<file path="src/rtl/cable_vdo_pkg.sv">
// Purpose: Shared constants and carriers for the cable identity object encoder
// Assumes: 32-bit register port, one word per register, byte addresses
// Notes:   Every field position, code and reset value of the object lives here
package cable_vdo_pkg;

   // Register byte offsets
   localparam logic [7:0]  CFG_OFS       = 8'h00;  // Field configuration
   localparam logic [7:0]  CTRL_OFS      = 8'h04;  // Product type and build strobe
   localparam logic [7:0]  STAT_OFS      = 8'h08;  // Status flags
   localparam logic [7:0]  VDO_OFS       = 8'h0c;  // Assembled object, read only

   // Object field positions (low bit of each field)
   localparam int          HW_LSB        = 28;
   localparam int          FW_LSB        = 24;
   localparam int          VER_LSB       = 21;
   localparam int          PLUG_LSB      = 18;
   localparam int          LAT_LSB       = 13;
   localparam int          TERM_LSB      = 11;
   localparam int          VMAX_LSB      = 9;
   localparam int          CUR_LSB       = 5;
   localparam int          SS_LSB        = 0;

   // Legal codes
   localparam logic [2:0]  VER_1_0       = 3'h0;
   localparam logic [1:0]  PLUG_TYPEC    = 2'h2;
   localparam logic [1:0]  PLUG_CAPTIVE  = 2'h3;
   localparam logic [3:0]  LAT_MIN       = 4'h1;
   localparam logic [3:0]  LAT_MAX       = 4'h8;
   localparam logic [1:0]  TERM_NO_VCONN = 2'h0;
   localparam logic [1:0]  TERM_VCONN    = 2'h1;
   localparam logic [1:0]  CUR_3A        = 2'h1;
   localparam logic [1:0]  CUR_5A        = 2'h2;
   localparam logic [2:0]  SS_MAX        = 3'h2;

   // Product type codes held in the control register
   localparam logic [2:0]  PT_PASSIVE    = 3'h3;
   localparam logic [2:0]  PT_ACTIVE     = 3'h4;

   // Reset values: Type-C plug, 1 m, no VCONN, 20 V, 3 A, USB 2.0 only
   localparam logic [31:0] CFG_RESET     = 32'h0008_2020;
   localparam logic [31:0] CTRL_RESET    = 32'h0000_0003;

   // Configuration fields as software writes them
   typedef struct packed {
      logic [3:0] hw_ver;
      logic [3:0] fw_ver;
      logic [2:0] obj_ver;
      logic       rsv20;
      logic [1:0] plug;
      logic       rsv17;
      logic [3:0] latency;
      logic [1:0] term;
      logic [1:0] vmax;
      logic [1:0] rsv8_7;
      logic [1:0] current;
      logic [1:0] rsv4_3;
      logic [2:0] ss;
   } vdo_fields_s;

   // Register port request
   typedef struct packed {
      logic [7:0]  addr;
      logic [31:0] wdata;
      logic        wr;
      logic        rd;
   } reg_req_s;

   // Object handed to the message transmitter
   typedef struct packed {
      logic        valid;
      logic [31:0] word;
   } vdo_out_s;

endpackage : cable_vdo_pkg

</file>
<file path="src/rtl/vdo_field_check.sv">
// Purpose: Flags a field code outside its legal range
// Assumes: Legal codes form one contiguous range lo..hi
// Notes:   Instantiated once per constrained field
`timescale 1ns/1ps
module vdo_field_check #(
   parameter int W = 2
) (
   // Field and its range
   input  wire logic [W-1:0] code,
   input  wire logic [W-1:0] lo,
   input  wire logic [W-1:0] hi,
   // Result
   output      logic         bad
);
   // Purely combinational range test
   assign bad = (code < lo) || (code > hi);
endmodule : vdo_field_check

</file>
<file path="src/rtl/cable_vdo_encoder.sv">
// Purpose: Builds the 32-bit cable identity data object from stored fields
// Assumes: Register port synchronous to ref_clk; transmitter takes vdo on valid
// Notes:   Illegal codes are replaced by safe legal ones before packing
//
// The plain strobed port and the placing of the registers were chosen for this implementation.
`timescale 1ns/1ps
module cable_vdo_encoder
   import cable_vdo_pkg::*;
(
   // Clock and reset
   input  wire logic                   ref_clk,
   input  wire logic                   resetn,
   // Register port
   input  wire cable_vdo_pkg::reg_req_s req,
   output      logic [31:0]            rdata,
   // Transmitter side
   input  wire logic                   build_req,
   output      cable_vdo_pkg::vdo_out_s vdo
);
   import cable_vdo_pkg::*;

   // All state of the block
   typedef struct packed {
      logic [31:0] cfg;       // Stored field values
      logic [2:0]  ptype;     // Advertised product type
      logic        id_only;   // Plug supports identity discovery only
      logic        build;     // Software build request pending
      logic        sent;      // Sticky: an object was issued
      logic        refused;   // Sticky: product type refused a build
      logic        fixed;     // Sticky: a stored code was corrected
      logic [31:0] word;      // Last assembled object
      logic [31:0] rdata;     // Read data, one cycle after strobe
      logic        valid;     // Object strobe to the transmitter
   } state_s;

   state_s       state_reg;   // Registered state
   state_s       state_next;  // Next state
   vdo_fields_s  f;           // Stored fields viewed by name
   logic         plug_bad;    // Plug code reserved
   logic         lat_bad;     // Latency code reserved
   logic         ss_bad;      // Signalling code reserved
   logic         cur_bad;     // Current code reserved
   logic         term_bad;    // Termination code reserved
   logic         any_bad;     // Any correction needed
   logic         type_ok;     // Product type may carry this object
   logic         do_build;    // Build this cycle
   logic [31:0]  assembled;   // Word being packed

   assign f = vdo_fields_s'(state_reg.cfg);

   // Range checks on constrained fields
   vdo_field_check #(.W(2)) u_plug (.code(f.plug), .lo(PLUG_TYPEC),
      .hi(PLUG_CAPTIVE), .bad(plug_bad));
   vdo_field_check #(.W(4)) u_lat (.code(f.latency), .lo(LAT_MIN),
      .hi(LAT_MAX), .bad(lat_bad));
   vdo_field_check #(.W(3)) u_ss (.code(f.ss), .lo(VER_1_0),
      .hi(SS_MAX), .bad(ss_bad));
   vdo_field_check #(.W(2)) u_cur (.code(f.current), .lo(CUR_3A),
      .hi(CUR_5A), .bad(cur_bad));
   vdo_field_check #(.W(2)) u_term (.code(f.term), .lo(TERM_NO_VCONN),
      .hi(TERM_VCONN), .bad(term_bad));

   assign any_bad  = plug_bad | lat_bad | ss_bad | cur_bad | term_bad;
   // Only passive and active product types carry this object
   assign type_ok  = (state_reg.ptype == PT_PASSIVE) || (state_reg.ptype == PT_ACTIVE);
   assign do_build = (build_req | state_reg.build) & type_ok;

   // Pack the object; reserved codes fall back to one fixed safe code per field
   always_comb begin
      assembled = '0;
      assembled[HW_LSB +: 4]   = f.hw_ver;
      assembled[FW_LSB +: 4]   = f.fw_ver;
      assembled[VER_LSB +: 3]  = VER_1_0;
      assembled[PLUG_LSB +: 2] = plug_bad ? PLUG_TYPEC : f.plug;
      // Unknown latency is reported as the worst class, never too short
      assembled[LAT_LSB +: 4]  = lat_bad ? LAT_MAX : f.latency;
      if (state_reg.id_only || term_bad) begin
         assembled[TERM_LSB +: 2] = TERM_NO_VCONN;
      end else begin
         assembled[TERM_LSB +: 2] = f.term;
      end
      assembled[VMAX_LSB +: 2] = f.vmax;
      // Unknown current is reported as the lower rating for safety
      assembled[CUR_LSB +: 2]  = cur_bad ? CUR_3A : f.current;
      assembled[SS_LSB +: 3]   = ss_bad ? VER_1_0 : f.ss;
   end

   // Next-state logic: register port, build and status
   always_comb begin
      state_next       = state_reg;
      state_next.valid = 1'b0;
      state_next.rdata = '0;
      // Build request from the transmitter or software
      if (do_build) begin
         state_next.word  = assembled;
         state_next.valid = 1'b1;
         state_next.sent  = 1'b1;
         state_next.build = 1'b0;
      end else if (build_req | state_reg.build) begin
         state_next.refused = 1'b1;
         state_next.build   = 1'b0;
      end
      if (do_build && any_bad) begin
         state_next.fixed = 1'b1;
      end
      // Register writes; a status write clears flags, new events win
      if (req.wr) begin
         unique case (req.addr)
            CFG_OFS: begin
               state_next.cfg = req.wdata;
            end
            CTRL_OFS: begin
               state_next.ptype   = req.wdata[2:0];
               state_next.id_only = req.wdata[4];
               if (req.wdata[8]) begin
                  state_next.build = 1'b1;
               end
            end
            STAT_OFS: begin
               // Set wins over clear in the same cycle
               state_next.sent    = (state_reg.sent & ~req.wdata[0]) | do_build;
               state_next.refused = (state_reg.refused & ~req.wdata[1]) |
                                    (~type_ok & (build_req | state_reg.build));
               state_next.fixed   = (state_reg.fixed & ~req.wdata[2]) | (do_build & any_bad);
            end
            default: begin
               // Unmapped or read-only address: write ignored
            end
         endcase
      end
      // Register reads, data in the following cycle
      if (req.rd) begin
         unique case (req.addr)
            CFG_OFS:  state_next.rdata = state_reg.cfg;
            CTRL_OFS: state_next.rdata = {27'h0, state_reg.id_only, 1'b0, state_reg.ptype};
            STAT_OFS: state_next.rdata = {27'h0, any_bad, type_ok, state_reg.fixed,
                                          state_reg.refused, state_reg.sent};
            VDO_OFS:  state_next.rdata = state_reg.word;
            default:  state_next.rdata = '0;
         endcase
      end
   end

   // State register
   always_ff @(posedge ref_clk or negedge resetn) begin
      if (!resetn) begin
         state_reg         <= '0;
         state_reg.cfg     <= CFG_RESET;
         state_reg.ptype   <= CTRL_RESET[2:0];
      end else begin
         state_reg <= state_next;
      end
   end

   // Outputs straight from flip-flops
   assign rdata      = state_reg.rdata;
   assign vdo.word   = state_reg.word;
   assign vdo.valid  = state_reg.valid;

endmodule : cable_vdo_encoder

</file>
<file path="config.mk">
export PLATFORM = sky130hd
export DESIGN_NAME = cable_vdo_encoder
export DESIGN_NICKNAME = d
export VERILOG_FILES = /design/src/rtl/cable_vdo_pkg.sv /design/src/rtl/vdo_field_check.sv /design/src/rtl/cable_vdo_encoder.sv
export SDC_FILE = /design/constraint.sdc
export NUM_CORES = 1
export LEC_CHECK = 0
export ABC_AREA = 1
export BUFFER_PORTS_ARGS = -buffer_cell sky130_fd_sc_hd__buf_2
export CAP_MARGIN = 15
export CELL_PAD_IN_SITES_DETAIL_PLACEMENT = 1
export CELL_PAD_IN_SITES_GLOBAL_PLACEMENT = 2
export CORE_ASPECT_RATIO = 1.4
export CORE_MARGIN = 8
export CORE_UTILIZATION = 25
export DETAILED_ROUTE_END_ITERATION = 10
export PLACE_DENSITY_LB_ADDON = 0.1
export SLEW_MARGIN = 20
export SYNTH_ARGS = -nofsm -noshare
export SYNTH_HDL_FRONTEND = slang
export SYNTH_SLANG_ARGS = --single-unit
</file>
<file path="constraint.sdc">
create_clock -name ref_clk -period 1.59 [get_ports ref_clk]
set_clock_uncertainty 0.1 [all_clocks]
set_input_delay 0.318 -clock ref_clk [delete_from_list [all_inputs] [get_ports ref_clk]]
set_output_delay 0.318 -clock ref_clk [all_outputs]
set_load 0.005 [all_outputs]
</file>
==> results.json <==
{
  "maxCapViolCount": 0,
  "syn2layout_area_growth_pct": 19.87,
  "via_per_inst": 4.215,
  "slew_viol_final": 0,
  "gp_congestion": 0.7241,
  "coreArea_mm2": 0.01733,
  "synth_area_leaders": "dfrtp_1, nand2_1, buf_4",
  "stdcell_count": 805,
  "synth_cell_types": 22,
  "overflow": 0,
  "async_flop_share_pct": 100.0,
  "worstSkewPairLatency_ns": 0.34,
  "synth-seq-cells": 96,
  "die-area_mm2": 0.02217,
  "synth_flop_cell": "dfrtp_1",
  "cts_buffers": 9,
  "status": "finished clean",
  "powerDensity_mw_per_mm2": 1058,
  "seq_area_mm2": 0.002409,
  "vias": 3393,
  "ys_warn_count": 0,
  "first_pass_iters": 4,
  "fin_total_pwr_mw": 5.584,
  "finalHoldWorstSlack_ns": 0.09639,
  "final_util_pct": 30.45,
  "h-tree-depth": 3,
  "dr.first_iter.drc_count": 139,
  "die_h_um": 173,
  "drc": 0,
  "synthCells": 504,
  "synth_edf_count": 0,
  "dp_cells": 788,
  "ir_worst_vdd_uv": 335.4,
  "seq_power_share_pct": 49.0,
  "pre_cts_slack_ns": -0.08603,
  "initial_core_util_pct": 25.40,
  "critPathMaxFanout": 2,
  "switching_share_pct": 24.72,
  "post-dp-hpwl_um": 9760,
  "multi_input_area_mm2": 0.001350,
  "synth_largest_area_cell": "dfrtp_1",
  "postRouteWirelength_um": 13210,
  "nFillCells": 2055,
  "grt_pass1_wl_um": 21370,
  "synth_area_mm2": 0.004402,
  "grt_max_degree": 36,
  "finalWorstSetupSlack_ns": 0.06758,
  "drive_above_1_share_pct": 27.94,
  "die_x_um": 128.1,
  "layout.nets": 611,
  "clk_path_buf_depth": 2,
  "antenna_cells": 0,
  "cts_tree": "yes",
  "finalSetupViolCount": 0,
  "drt-wirelength-per-cell_um": 16.40,
  "clk_pin_slew_ns": 0.07,
  "comb_power_share_pct": 8.9,
  "path_class": "reg -> reg",
  "yosysMostFrequentCell": "nand2_1",
  "p_leak_nw": 2.757,
  "synth_top_area_share_pct": 51.73,
  "p_int_mw": 4.204,
  "ys_seq_area_share_pct": 54.72,
  "cp_data_arrival_time_ns": 1.66,
  "design_area_mm2": 0.005276,
  "ios": 110,
  "period_share_pct": 95.75,
  "rsz0062_at_grt": "false",
  "synth_common_cells": "nand2_1, dfrtp_1, buf_4",
  "place_area_mm2": 0.004927,
  "min_period_ns": 1.522,
  "p_sw_mw": 1.380,
  "grt_pass1_vias": 3927,
  "track_usage_pct": 12.58,
  "cp.required_ns": 1.73,
  "fmax_ghz": 0.6569,
  "hold_violations": 0,
  "antenna_found_initial": 0,
  "ant_nets": 0,
  "fin_setup_tns_ns": 0,
  "port-buffer-count": 100,
  "hp-class": "in -> reg",
  "cts_sinks": 96,
  "cp-end-kind": "flip-flop",
  "rows": 57,
  "clkPwrFrac_pct": 42.1,
  "critPathLaunchType": "flip-flop",
  "synth_area_per_cell_um2": 8.734,
  "clockRootBuffer": "clkbuf_16"
}
==> cell type report <==
cell class,instances,share of cell area (%)
clock inverters,5,1.541
repair buffers,127,15.22
well taps,236,5.596
flip-flops and latches,96,45.65
multi-input cells,302,25.59
clock buffers,11,4.411
inverters,28,1.992
==> logic make-up after synthesis <==
group	count (synthesis)	synth area share [%]
AOI/OAI and AO/OA	58	6.765
and+or+nand+nor	233	22.00
buffers and inverters	114	15.86
DFF	96	54.72
adders and majority gates	2	0.5684
other	1	0.08519
==> critical path: stages, from the launching register on <==
cell,delay (ns)
dfstp_2,0.54
inv_2,0.05
ha_4,0.22
nand3b_1,0.16
nor2_2,0.11
a21oi_1,0.07
nor2_1,0.10
nor2_1,0.05
==> what timing repair did <==
action | CTS | global route
hold buffers | 1 | 0
pin swaps | 4 | 1
endpoints found under the hold margin | 18 | 0
gates resized for setup | 2 | 5
buffers inserted | 0 | 0
setup endpoints to repair | 2 | 22
==> routing by layer <==
metal | wire [um] | track usage (%) | up-vias
met5 | 0 | 0 | -
met4 | 246 | 4.823 | 0
met1 | 5204 | 13.65 | 1659
met3 | 698 | 2.956 | 16
li1 | - | - | 1639
met2 | 7057 | 22.86 | 79
==> placed cells by master, fill, tap and decap left out, drive strengths merged, types with 3 or more instances in the layout <==
master  synthesis  layout
a21oi          35      35
nand2         134     134
o31ai           3       3
conb            1       9
clkbuf          2      11
inv            27      28
nor2           44      44
dfstp           5       5
dfrtp          91      91
buf            84     126
nand3          51      51
o21ai          20      20
==> final timing paths <==
check,start,endpoint,slack (ns),cells after the start
setup / recovery,f[5],rdata[4],0.07,7
hold / removal,req[21],f[19],0.1,3
setup reg to reg,f[5],rdata[4],0.07,7
hold reg to reg,f[3],f[3],0.38,2
max in group asynchronous,resetn,state_reg[71],0.51,3
min in group asynchronous,resetn,rdata[13],0.33,2
==> power groups by stage <==
stage               Combinational, mW  Sequential (mW)  Clock, mW
floorplan                       0.346             2.73          0
detailed placement              0.514             2.79          0
global route                    0.579             2.76       2.53
CTS                             0.519             2.74       2.45
finish                          0.498             2.73       2.35
global placement                0.503             2.79          0
Note: power is estimated with default switching activity, not from simulation.
